`config.mk`:
```
export PLATFORM = sky130hd
export DESIGN_NAME = sws_stopwatch_unit
export DESIGN_NICKNAME = d
export VERILOG_FILES = /design/src/hw/sws_pkg.sv /design/src/hw/sws_stopwatch_unit.sv
export VERILOG_INCLUDE_DIRS = /design/src /design/src/hw
export SDC_FILE = /design/constraint.sdc
export NUM_CORES = 1
export LEC_CHECK = 0
export ABC_AREA = 1
export BUFFER_PORTS_ARGS = -buffer_cell sky130_fd_sc_hd__buf_2
export CAP_MARGIN = 20
export CORE_ASPECT_RATIO = 0.75
export CORE_MARGIN = 5
export CORE_UTILIZATION = 40
export CTS_CLUSTER_SIZE = 20
export DETAILED_ROUTE_END_ITERATION = 8
export PLACE_DENSITY = 0.65
export SLEW_MARGIN = 20
export SYNTH_ARGS = -nofsm -noshare
export SYNTH_HDL_FRONTEND = slang
export SYNTH_SLANG_ARGS = --single-unit
```
`constraint.sdc`:
```
create_clock -name clk -period 3.83 [get_ports clk]
set_clock_uncertainty 0.1 [all_clocks]
set_input_delay 0.5745 -clock clk [delete_from_list [all_inputs] [get_ports clk]]
set_output_delay 0.5745 -clock clk [all_outputs]
set_load 0.1 [all_outputs]
```
`src/hw/sws_regs.svh`:
```
// Register map, field positions and timing constants for the stopwatch unit
`ifndef SWS_REGS_SVH
`define SWS_REGS_SVH

// Register indices as printed; byte address is four times the index
`define SWS_IDX_CONTROL      16'h5020
`define SWS_IDX_DIGIT_COUNT  16'h5021
`define SWS_IDX_IRQ_ENABLE   16'h5022
`define SWS_IDX_IRQ_PENDING  16'h5023
`define SWS_ADDR_W           18

// Field positions
`define SWS_RUN_BIT          0
`define SWS_CLEAR_BIT        4
`define SWS_SRC_100          0
`define SWS_SRC_10           1
`define SWS_SRC_1            2

// Reset values
`define SWS_CTRL_RST         1'b0
`define SWS_DIGIT_RST        4'h0
`define SWS_SRC_RST          3'h0

// Counting constants
`define SWS_DIGIT_MAX        4'h9
`define SWS_DIGIT_ONE        4'h1
`define SWS_TENTHS_SIX       4'h6
`define SWS_DIGIT_HALF       4'h5
`define SWS_FB_STEP          8'h64
`define SWS_FB_ZERO          8'h00

`endif

```
`src/hw/sws_pkg.sv`:
```
// Types shared by the stopwatch unit
package sws_pkg;

  // Bus slave state, one-hot
  typedef enum logic [1:0] {
    SWS_BUS_IDLE = 2'b01,
    SWS_BUS_ACK  = 2'b10
  } sws_bus_state_type;

  typedef logic [3:0] sws_digit_type;

endpackage : sws_pkg

```
`src/hw/sws_stopwatch_unit.sv`:
```
// Stopwatch unit: 256 Hz tick, feedback divider, two BCD digits, flags
//
// Summary of operation
// Run from 256 Hz tick input
// Feedback divider gives 2/3 tick spacing
// Hundredths digit advances per 100 Hz tick
// Tenths digit advances per 10 Hz tick
// Digits count 0..9; hundredths wrap advances tenths
// Control bit 4 write 1 clears digits
// Clear while running keeps counting from zero
// Reset clears digits, run, enables, flags
// Run bit 0 starts; stop keeps contents
// Run and clear together: clear then count
// Run change acts at next tick edge
// Stop performs one more count; run reads 1
// Software stops timer before sleep
// Software enables oscillator before use
// Signal falling edges set sticky flags
// One shared interrupt line out
// Request only for enabled flags
// Enable register bits 2..0, rest zero
// Write 1 clears a flag
// Flag register bits 2..0, rest zero
// Software clears flag before enabling
// Digit register read-only, tenths high nibble
// Software reads digits twice to confirm
// Reserved bits written zero, read zero
//
// Our own choice: the Avalon-MM slave port.
`timescale 1ns/100ps
`include "sws_regs.svh"

module sws_stopwatch_unit (
  input  wire logic                     clk,           // 10 MHz clock
  input  wire logic                     rst_n,         // Async reset, low
  input  wire logic                     tick_256,      // 256 Hz tick, pin
  input  wire logic [`SWS_ADDR_W-1:0]   address,       // Byte address
  input  wire logic                     read,          // Read request
  input  wire logic                     write,         // Write request
  input  wire logic [31:0]              writedata,     // Write data
  input  wire logic [3:0]               byteenable,    // Byte lanes
  output logic      [31:0]              readdata,      // Read data
  output logic                          waitrequest,   // Stall
  output logic                          irq_request,   // Shared request
  output logic [1:0]                    response       // 00 ok, 10 error
);
  import sws_pkg::*;

  localparam logic [`SWS_ADDR_W-1:0] A_CTRL =
    `SWS_ADDR_W'(`SWS_IDX_CONTROL * 4);
  localparam logic [`SWS_ADDR_W-1:0] A_CNT =
    `SWS_ADDR_W'(`SWS_IDX_DIGIT_COUNT * 4);
  localparam logic [`SWS_ADDR_W-1:0] A_MSK =
    `SWS_ADDR_W'(`SWS_IDX_IRQ_ENABLE * 4);
  localparam logic [`SWS_ADDR_W-1:0] A_FLG =
    `SWS_ADDR_W'(`SWS_IDX_IRQ_PENDING * 4);

  sws_bus_state_type bus_state_reg;
  logic [2:0]        tick_sync_reg;
  logic              tick_level_reg;
  logic              run_request_reg;
  logic              run_active_reg;
  logic              stop_pending_reg;
  logic              clear_req_reg;
  logic [7:0]        fb_cnt_reg;
  sws_digit_type     hundredths_digit_reg;
  sws_digit_type     tenths_digit_reg;
  logic [2:0]        irq_enable_reg;
  logic [2:0]        irq_flag_reg;
  logic              sig100_reg;
  logic              sig10_reg;
  logic              sig1_reg;

  logic tick_fall;
  logic fb_fire;
  logic [8:0] fb_sum;
  logic hund_wrap;
  logic tenth_wrap;
  logic wr_take;
  logic lane0;
  logic [2:0] set_evt;

  // Accept a write once, in the ack cycle, where waitrequest is low
  assign wr_take = (bus_state_reg == SWS_BUS_ACK) && write;
  assign lane0   = byteenable[0];

  // Tick filter: change counts once stages two and three agree
  always_ff @(posedge clk or negedge rst_n) begin
    if (!rst_n) begin
      tick_sync_reg  <= 3'h0;
      tick_level_reg <= 1'b0;
    end else begin
      tick_sync_reg <= {tick_sync_reg[1:0], tick_256};
      if (tick_sync_reg[2] == tick_sync_reg[1]) begin
        tick_level_reg <= tick_sync_reg[2];
      end
    end
  end

  // Counting happens on the tick falling edge
  assign tick_fall = tick_level_reg &&
                     (tick_sync_reg[2] == tick_sync_reg[1]) &&
                     !tick_sync_reg[2];

  // Run control: start takes effect at the next tick fall, stop clears run at the second tick fall
  always_ff @(posedge clk or negedge rst_n) begin
    if (!rst_n) begin
      run_request_reg  <= `SWS_CTRL_RST;
      run_active_reg   <= `SWS_CTRL_RST;
      stop_pending_reg <= `SWS_CTRL_RST;
    end else begin
      if (wr_take && lane0 && (address == A_CTRL)) begin
        run_request_reg <= writedata[`SWS_RUN_BIT];
      end
      if (tick_fall) begin
        if (run_request_reg) begin
          run_active_reg   <= 1'b1;
          stop_pending_reg <= 1'b0;
        end else if (run_active_reg && !stop_pending_reg) begin
          stop_pending_reg <= 1'b1;
        end else begin
          run_active_reg   <= 1'b0;
          stop_pending_reg <= 1'b0;
        end
      end
    end
  end

  // Clear request waits for the tick so it meets the counting edge
  always_ff @(posedge clk or negedge rst_n) begin
    if (!rst_n) begin
      clear_req_reg <= 1'b0;
    end else if (wr_take && lane0 && (address == A_CTRL) &&
                 writedata[`SWS_CLEAR_BIT]) begin
      clear_req_reg <= 1'b1;
    end else if (tick_fall) begin
      clear_req_reg <= 1'b0;
    end
  end

  // Feedback divider: accumulator adds 100 per tick, carry fires.
  // 100 carries per 256 ticks keep the 1 Hz output exact, spacing 2 or 3
  assign fb_sum  = {1'b0, fb_cnt_reg} + {1'b0, `SWS_FB_STEP};
  assign fb_fire = tick_fall && run_active_reg && fb_sum[8];

  always_ff @(posedge clk or negedge rst_n) begin
    if (!rst_n) begin
      fb_cnt_reg <= `SWS_FB_ZERO;
    end else if (clear_req_reg && tick_fall) begin
      fb_cnt_reg <= `SWS_FB_ZERO;
    end else if (tick_fall && run_active_reg) begin
      fb_cnt_reg <= fb_sum[7:0];
    end
  end

  assign hund_wrap  = fb_fire && (hundredths_digit_reg == `SWS_DIGIT_MAX);
  assign tenth_wrap = hund_wrap && (tenths_digit_reg == `SWS_DIGIT_MAX);

  // BCD digits; clear wins and counting resumes from zero if running
  always_ff @(posedge clk or negedge rst_n) begin
    if (!rst_n) begin
      hundredths_digit_reg <= `SWS_DIGIT_RST;
      tenths_digit_reg     <= `SWS_DIGIT_RST;
    end else if (clear_req_reg && tick_fall) begin
      hundredths_digit_reg <= `SWS_DIGIT_RST;
      tenths_digit_reg     <= `SWS_DIGIT_RST;
    end else if (fb_fire) begin
      hundredths_digit_reg <= hund_wrap ? `SWS_DIGIT_RST :
                              hundredths_digit_reg + `SWS_DIGIT_ONE;
      if (hund_wrap) begin
        tenths_digit_reg <= tenth_wrap ? `SWS_DIGIT_RST :
                            tenths_digit_reg + `SWS_DIGIT_ONE;
      end
    end
  end

  // Signals whose falling edges mark 100, 10 and 1 Hz events; only the 10 and 1 Hz ones are square
  always_ff @(posedge clk or negedge rst_n) begin
    if (!rst_n) begin
      sig100_reg <= 1'b0;
      sig10_reg  <= 1'b0;
      sig1_reg   <= 1'b0;
    end else begin
      sig100_reg <= fb_fire ? 1'b0 : (run_active_reg ? 1'b1 : sig100_reg);
      sig10_reg  <= (hundredths_digit_reg >= `SWS_DIGIT_HALF); // Falls at wrap
      sig1_reg   <= (tenths_digit_reg >= `SWS_DIGIT_HALF);
    end
  end

  // Events: falling edges of the three signals while counting
  assign set_evt[`SWS_SRC_100] = fb_fire;
  assign set_evt[`SWS_SRC_10]  = hund_wrap;
  assign set_evt[`SWS_SRC_1]   = tenth_wrap;

  // Sticky flags; a set in the clear cycle wins
  always_ff @(posedge clk or negedge rst_n) begin
    if (!rst_n) begin
      irq_flag_reg <= `SWS_SRC_RST;
    end else if (wr_take && lane0 && (address == A_FLG)) begin
      irq_flag_reg <= (irq_flag_reg & ~writedata[2:0]) | set_evt;
    end else begin
      irq_flag_reg <= irq_flag_reg | set_evt;
    end
  end

  // Enables
  always_ff @(posedge clk or negedge rst_n) begin
    if (!rst_n) begin
      irq_enable_reg <= `SWS_SRC_RST;
    end else if (wr_take && lane0 && (address == A_MSK)) begin
      irq_enable_reg <= writedata[2:0];
    end
  end

  // Shared request line, registered
  always_ff @(posedge clk or negedge rst_n) begin
    if (!rst_n) begin
      irq_request <= 1'b0;
    end else begin
      irq_request <= |(irq_flag_reg & irq_enable_reg);
    end
  end

  // Avalon slave: one wait cycle, then answer with waitrequest low
  always_ff @(posedge clk or negedge rst_n) begin
    if (!rst_n) begin
      bus_state_reg <= SWS_BUS_IDLE;
      waitrequest   <= 1'b1;
    end else begin
      case (bus_state_reg)
        SWS_BUS_IDLE: begin
          if (read || write) begin
            bus_state_reg <= SWS_BUS_ACK;
            waitrequest   <= 1'b0;
          end
        end
        SWS_BUS_ACK: begin
          bus_state_reg <= SWS_BUS_IDLE;
          waitrequest   <= 1'b1;
        end
        default: begin
          bus_state_reg <= SWS_BUS_IDLE;
          waitrequest   <= 1'b1;
        end
      endcase
    end
  end

  // Read data, reserved bits zero; unmapped reads zero with error
  always_ff @(posedge clk or negedge rst_n) begin
    if (!rst_n) begin
      readdata <= 32'h0;
      response <= 2'h0;
    end else if (bus_state_reg == SWS_BUS_IDLE && (read || write)) begin
      response <= 2'h0;
      readdata <= 32'h0;
      case (address)
        A_CTRL: readdata <= {31'h0, run_active_reg};
        A_CNT:  readdata <= {24'h0, tenths_digit_reg,
                             hundredths_digit_reg};
        A_MSK:  readdata <= {29'h0, irq_enable_reg};
        A_FLG:  readdata <= {29'h0, irq_flag_reg};
        default: response <= 2'h2;
      endcase
    end
  end

  // Digit stays within BCD range
  property p_digit_bcd;
    @(posedge clk) disable iff (!rst_n)
      hundredths_digit_reg <= `SWS_DIGIT_MAX &&
      tenths_digit_reg <= `SWS_DIGIT_MAX;
  endproperty
  a_digit_bcd: assert property (p_digit_bcd)
    else $error("digit out of BCD range");

  // Hundredths wrap carries into tenths
  property p_carry;
    @(posedge clk) disable iff (!rst_n)
      (hund_wrap && !clear_req_reg && tenths_digit_reg != 4'h9) |=>
      tenths_digit_reg == $past(tenths_digit_reg) + 4'h1;
  endproperty
  a_carry: assert property (p_carry)
    else $error("tenths did not advance on wrap");

  // Stopped hundredths digit holds
  property p_hold;
    @(posedge clk) disable iff (!rst_n)
      (!run_active_reg && !clear_req_reg) |=> $stable(hundredths_digit_reg);
  endproperty
  a_hold: assert property (p_hold)
    else $error("digit moved while stopped");

  // Clear zeroes digits at the tick
  property p_clear;
    @(posedge clk) disable iff (!rst_n)
      (clear_req_reg && tick_fall) |=>
      hundredths_digit_reg == 4'h0 && tenths_digit_reg == 4'h0;
  endproperty
  a_clear: assert property (p_clear)
    else $error("clear did not zero digits");

  // Event sets flag next cycle
  property p_flag_set;
    @(posedge clk) disable iff (!rst_n)
      fb_fire |=> irq_flag_reg[`SWS_SRC_100];
  endproperty
  a_flag_set: assert property (p_flag_set)
    else $error("flag not set by event");

  // Request follows enabled flags
  property p_irq;
    @(posedge clk) disable iff (!rst_n)
      (|(irq_flag_reg & irq_enable_reg)) |=> irq_request;
  endproperty
  a_irq: assert property (p_irq)
    else $error("request missing");

  // No request without enabled flag
  property p_no_irq;
    @(posedge clk) disable iff (!rst_n)
      !(|(irq_flag_reg & irq_enable_reg)) |=> !irq_request;
  endproperty
  a_no_irq: assert property (p_no_irq)
    else $error("spurious request");

  // Run never leaves active except at a tick fall
  property p_run_tick;
    @(posedge clk) disable iff (!rst_n)
      $changed(run_active_reg) |-> $past(tick_fall);
  endproperty
  a_run_tick: assert property (p_run_tick)
    else $error("run changed off tick");

  // 100 Hz signal falls only with a divider output
  property p_sig100_fall;
    @(posedge clk) disable iff (!rst_n)
      $fell(sig100_reg) |-> $past(fb_fire);
  endproperty
  a_sig100_fall: assert property (p_sig100_fall)
    else $error("100 Hz signal fell without event");

  // 10 Hz signal falls two cycles after a wrap or a clear
  property p_sig10_fall;
    @(posedge clk) disable iff (!rst_n)
      $fell(sig10_reg) |-> $past(hund_wrap || (clear_req_reg && tick_fall), 2);
  endproperty
  a_sig10_fall: assert property (p_sig10_fall)
    else $error("10 Hz signal fell without wrap");

  // 1 Hz signal falls two cycles after a tenths wrap or a clear
  property p_sig1_fall;
    @(posedge clk) disable iff (!rst_n)
      $fell(sig1_reg) |-> $past(tenth_wrap || (clear_req_reg && tick_fall), 2);
  endproperty
  a_sig1_fall: assert property (p_sig1_fall)
    else $error("1 Hz signal fell without wrap");

endmodule : sws_stopwatch_unit

```
* After elaboration in Yosys (flattened, before gate mapping) *
Cells that the tools add are included.

storage, ports and cells
  bits in registers = 68
  bits of input ports = 59
  output and inout port bits = 36

operators by class
  reductions and logical operators = 26
  add/sub/neg operators = 3
  bitwise gates (word level) = 5
  mux-type cells = 22
  equality and inequality tests = 11

operators with widths
  cell                                                                     number
  18-bit by 17-bit equality test with 1-bit output, second input constant  4
  8-bit one-hot mux with 4 select lines                                    1
  4-bit 2-to-1 mux                                                         7
  8-bit 2-to-1 mux                                                         2
  1-bit logical AND                                                        15
  8-bit by 7-bit adder with 9-bit output, second input constant            1
  4-bit by 1-bit adder with 4-bit output, second input constant            2
  4-bit equality test, second input constant                               2
  1-bit 2-to-1 mux                                                         8
  2-bit nonzero test                                                       4
  3-bit AND                                                                2
  2-bit 2-to-1 mux                                                         3
  3-bit bitwise OR                                                         2
  2-bit AND reduction                                                      2
  4-bit OR reduction                                                       1
  3-bit 2-to-1 mux                                                         1
  3-bit NOT                                                                1
  3-bit OR reduction                                                       1
  2-bit by 1-bit equality test with 1-bit output, second input constant    1
  2-bit equality test, second input constant                               1
  1-bit logical NOT                                                        2
  2-bit by 1-bit inequality test with 1-bit output, second input constant  1
  2-bit inequality test, second input constant                             1
  1-bit equality test                                                      1
  1-bit logical OR                                                         1

* Longest topological paths before layout *
  depth after elaboration = 11
  gate-level depth with buffers = 9

* Worst setup path after synthesis *
Ideal clock, no wire load.

  path kind = register to register
  from = register bus_state_reg[0]
  to = register readdata[0]
  arrival time = 1770 ps
  buffers on the path = 0
  period minus slack after synthesis = 1937 ps
  setup time = 68 ps
  path slack = 1893 ps
  required time = 3662 ps
  cell stages (with the launch flop) = 8
  cells stage by stage = dfstp_2 -> nand2_1 -> nor2_4 -> inv_4 -> or2_1 -> a21oi_2 -> o21ai_1 -> nand2_1

on the way
  word-level cells in the longest chain between the ends = 2

ends and longest elaborated chain
  what                                            RTL line                   text
  start: declaration                              sws_stopwatch_unit.sv:58   sws_bus_state_type bus_state_reg;
  start signal: assignment                        sws_stopwatch_unit.sv:227  bus_state_reg <= SWS_BUS_IDLE;
  start signal: assignment                        sws_stopwatch_unit.sv:233  bus_state_reg <= SWS_BUS_ACK;
  start signal: assignment                        sws_stopwatch_unit.sv:238  bus_state_reg <= SWS_BUS_IDLE;
  2-bit by 1-bit equality test with 1-bit output  sws_stopwatch_unit.sv:254  end else if (bus_state_reg == SWS_BUS_IDLE && (read || write)) begin
  1-bit logical AND                               sws_stopwatch_unit.sv:254
  end signal: assignment                          sws_stopwatch_unit.sv:258  A_CTRL: readdata <= {31'h0, run_active_reg};
  end signal: assignment                          sws_stopwatch_unit.sv:259  A_CNT: readdata <= {24'h0, tenths_digit_reg,
  end signal: assignment                          sws_stopwatch_unit.sv:261  A_MSK: readdata <= {29'h0, irq_enable_reg};
  end: declaration                                sws_stopwatch_unit.sv:42   output logic [31:0] readdata,

No other way between the ends.
A chain may end at the register's enable or synchronous reset.

==> key figures <==
Logic synthesis
  • Number of synthesized register bits: 40
  • Post-synthesis area per instance: ~8.6 µm²
  • Largest family of logic cells by synthesized area: simple AND/OR/NAND/NOR gates
  • Mux share of post-synthesis cell area: 0%
  • Xor/xnor share of the synthesized area: 2.38%
  • Number of distinct standard cells referenced by the synthesized netlist: 32
  • Share of synthesized area occupied by flip-flops and latches: 45.4%
  • Cell Area, Synth: between 2000 and 2500 µm²
  • Adder-cell share of the synthesized area: 2.83%
  • Basic-gate share of the synthesized area counting and, or, nand and nor cells: between 20% and 30%
  • Post-synthesis compound-gate area fraction: just under 6%
  • Post-synthesis instance total: about 260
  • Synth warn: 0

Critical path
  • Crit path max fanout: 3
  • Slowest CP cell: sky130_fd_sc_hd__dfstp_2
  • Total number of cells along the worst setup path: 1
  • Category of the critical setup timing path: reg -> out
  • CP peak stage delay: around 550 ps
  • Kind of end point of the critical path: primary output
  • Buffers & Inverters on Critical Path: 1
  • Cell family with the largest share of critical-path delay: flip-flops
  • Arrival time at the worst endpoint: ~1300 ps
  • Worst r2r path cells: 7
  • Required time reported for the critical path endpoint: roughly 3200 ps
  • CP startpoint kind: register
  • Crit path cell chain: buf_2

Drt
  • Total wire length: between 4000 and 5000 µm
  • Detailed-route wire length per cell: roughly 12 µm
  • Number of search-and-repair iterations in the first detailed-routing pass: 4
  • Detailed route wirelength on metal2: slightly below 2000 µm
  • Ratio of routed vias to standard cells: 4.62
  • Overall via count from detail_route: 1731
  • Top sig layer: met4
  • DRC violation total after the first TritonRoute iteration: 50
  • Routed length on met3: about 330 µm
  • Met1 wire length: 2090 µm
  • Antenna viol nets, final: 0
  • # DRC: 0

Layout
  • Non-Filler Instances: ~380
  • Leading cell type in the layout, fill and taps excluded: sky130_fd_sc_hd__nand2_1
  • Fraction of layout cells with a size suffix above 1: between 20% and 30%
  • Count of inserted antenna diode cells: 0
  • Final design utilization: 46.7%
  • Final instance area: between 2000 and 2500 µm²
  • Nets@finish: 363
  • P&R area growth vs syn: 13.1%
  • Flip-flop count of the largest register after layout: 8
  • Most used cells in the layout excluding fill and tap cells: sky130_fd_sc_hd__nand2_1, sky130_fd_sc_hd__dfrtp_1, sky130_fd_sc_hd__buf_2

Clock network
  • Clock insertion delay at the later pin of the skew report: ~300 ps
  • Library cell used as clock root buffer: sky130_fd_sc_hd__clkbuf_8
  • Clock-pin transition on the worst setup and hold timing paths: 90 ps
  • Clock net sink count: 40
  • Count of buffers added by post-CTS timing repair for setup: 0
  • Largest buffer count on any clock path: 2
  • Hold buffers post-CTS: 0
  • TritonCTS clock tree: done
  • PostCTS Resize Cnt: 0
  • CTS H-tree depth: 2
  • CTS buffer count: 5

Floorplanning
  • I/O pins: between 90 and 100
  • Overall die width: 95.8 µm
  • Initial cell density of the core: between 40% and 50%
  • Floorplan die area: roughly 7100 µm²
  • Die Height: between 70 and 80 µm
  • Core Footprint: 5350 µm²
  • Number of rows created at floorplan: 23

GRT
  • Vias in the first global route: roughly 1600
  • Largest net degree at the start of global routing: 41
  • Tot GR Track Use: ~12%
  • Grt ovf: 0
  • Initial antenna violation count: 0
  • First-pass GRT wire length: ~7000 µm

Pwr
  • Maximum resistive drop on vdd: roughly 240 µV
  • Leakage: 1.34 nW
  • PnR Total Power: about 1.0 mW
  • Power per cell area: 417 nW/µm²

Outcome
  • Result of the run: complete, no violations

Timing
  • Final Critical Period: 1940 ps
  • Final setup margin: between 1500 and 2000 ps
  • RSZ-0062 raised after global routing: false
  • Minimum hold slack: about 250 ps
  • Setup violation total in the final timing report: 0
  • Final slew viol count: 0
  • Slew @ Worst Pin: approximately 890 ps
  • Top achievable clock speed: 516 MHz
  • Tcrit/Tclk final: around half
  • Aggregate negative setup slack: 0 ps
  • Worst relative slew slack: 40.8%
  • Total count of hold-check failures in the final report: 0

Place
  • Post-detailed-placement cell area: around 2400 µm²
  • Detailed placement HPWL: 3330 µm
  • Port Buffers: 38
  • Placed Cells incl. Taps: about 370
  • Placer Congestion: ~0.78
  • Worst slack at placement: 1730 ps

Run
  • Max cap viols: 0

Min path
  • Path class of the lowest-slack min-delay path: reg -> reg
  • Count of cells along the worst hold path: 0
==> cell families (layout without fill, tap and decap cells) <==
kind of cell | after synthesis | in the layout
AO/OA/AOI/OAI | 24 | 24
XOR/XNOR | 6 | 6
adder cells (fa/ha/maj) | 5 | 5
buffers and inverters | 54 | 73
flip-flops | 40 | 40
other | 1 | 25
AND/OR/NAND/NOR | 127 | 127
==> per-layer routing <==
layer | track usage (%) | vias up
met2 | 18.8 | 52
met3 | 3.34 | 7
met5 | 0 | -
met1 | 17.0 | 800
met4 | 5.52 | 0
li1 | - | 872
==> power by group <==
part | internal, mW | total [mW] | switching [mW]
Sequential | 0.440 | 0.448 | 0.00801
Clock | 0.196 | 0.357 | 0.161
Combinational | 0.0287 | 0.237 | 0.208
Total | 0.665 | 1.04 | 0.377
==> final timing paths <==
path	startpoint	endpoint	slack [ps]
worst max-delay path	bus_state_reg[0]	waitrequest	1890
worst min-delay path	tick_sync_reg[0]	tick_sync_reg[1]	250
worst max register to register	tick_sync_reg[1]	hundredths_digit_reg[2]	2110
worst min register to register	tick_sync_reg[0]	tick_sync_reg[1]	250
max in group asynchronous	rst_n	fb_cnt_reg[2]	2780
min in group asynchronous	rst_n	response[1]	290
==> synth_stat cells, drive strengths merged <==
master | count | share of area, %
nand2 | 50 | 9.0
dfrtp | 39 | 44
nor2 | 31 | 7.8
buf | 27 | 9.1
inv | 27 | 4.7
nand3 | 21 | 5.3
o21ai | 18 | 4.2
nand4 | 17 | 4.8
xor2 | 6 | 2.4
a21oi | 5 | 1.3
ha | 5 | 2.8
nor3 | 4 | 1.4
or2 | 2 | 0.68
and3 | 1 | 0.34
conb | 1 | 0.17
dfstp | 1 | 1.2
nand3b | 1 | 0.34
o22ai | 1 | 0.28
==> area by class of cell <==
type / instances / area [µm²]
Inverter: 27 / 104
Tap cell: 75 / 93.8
Clock inverter: 3 / 47.5
Sequential cell: 40 / 1000
Clock buffer: 5 / 68.8
Fill cell: 529 / 2850
Multi-Input combinational cell: 187 / 992
Timing Repair Buffer: 38 / 190
No activity file was read; power rests on OpenSTA's default activity.
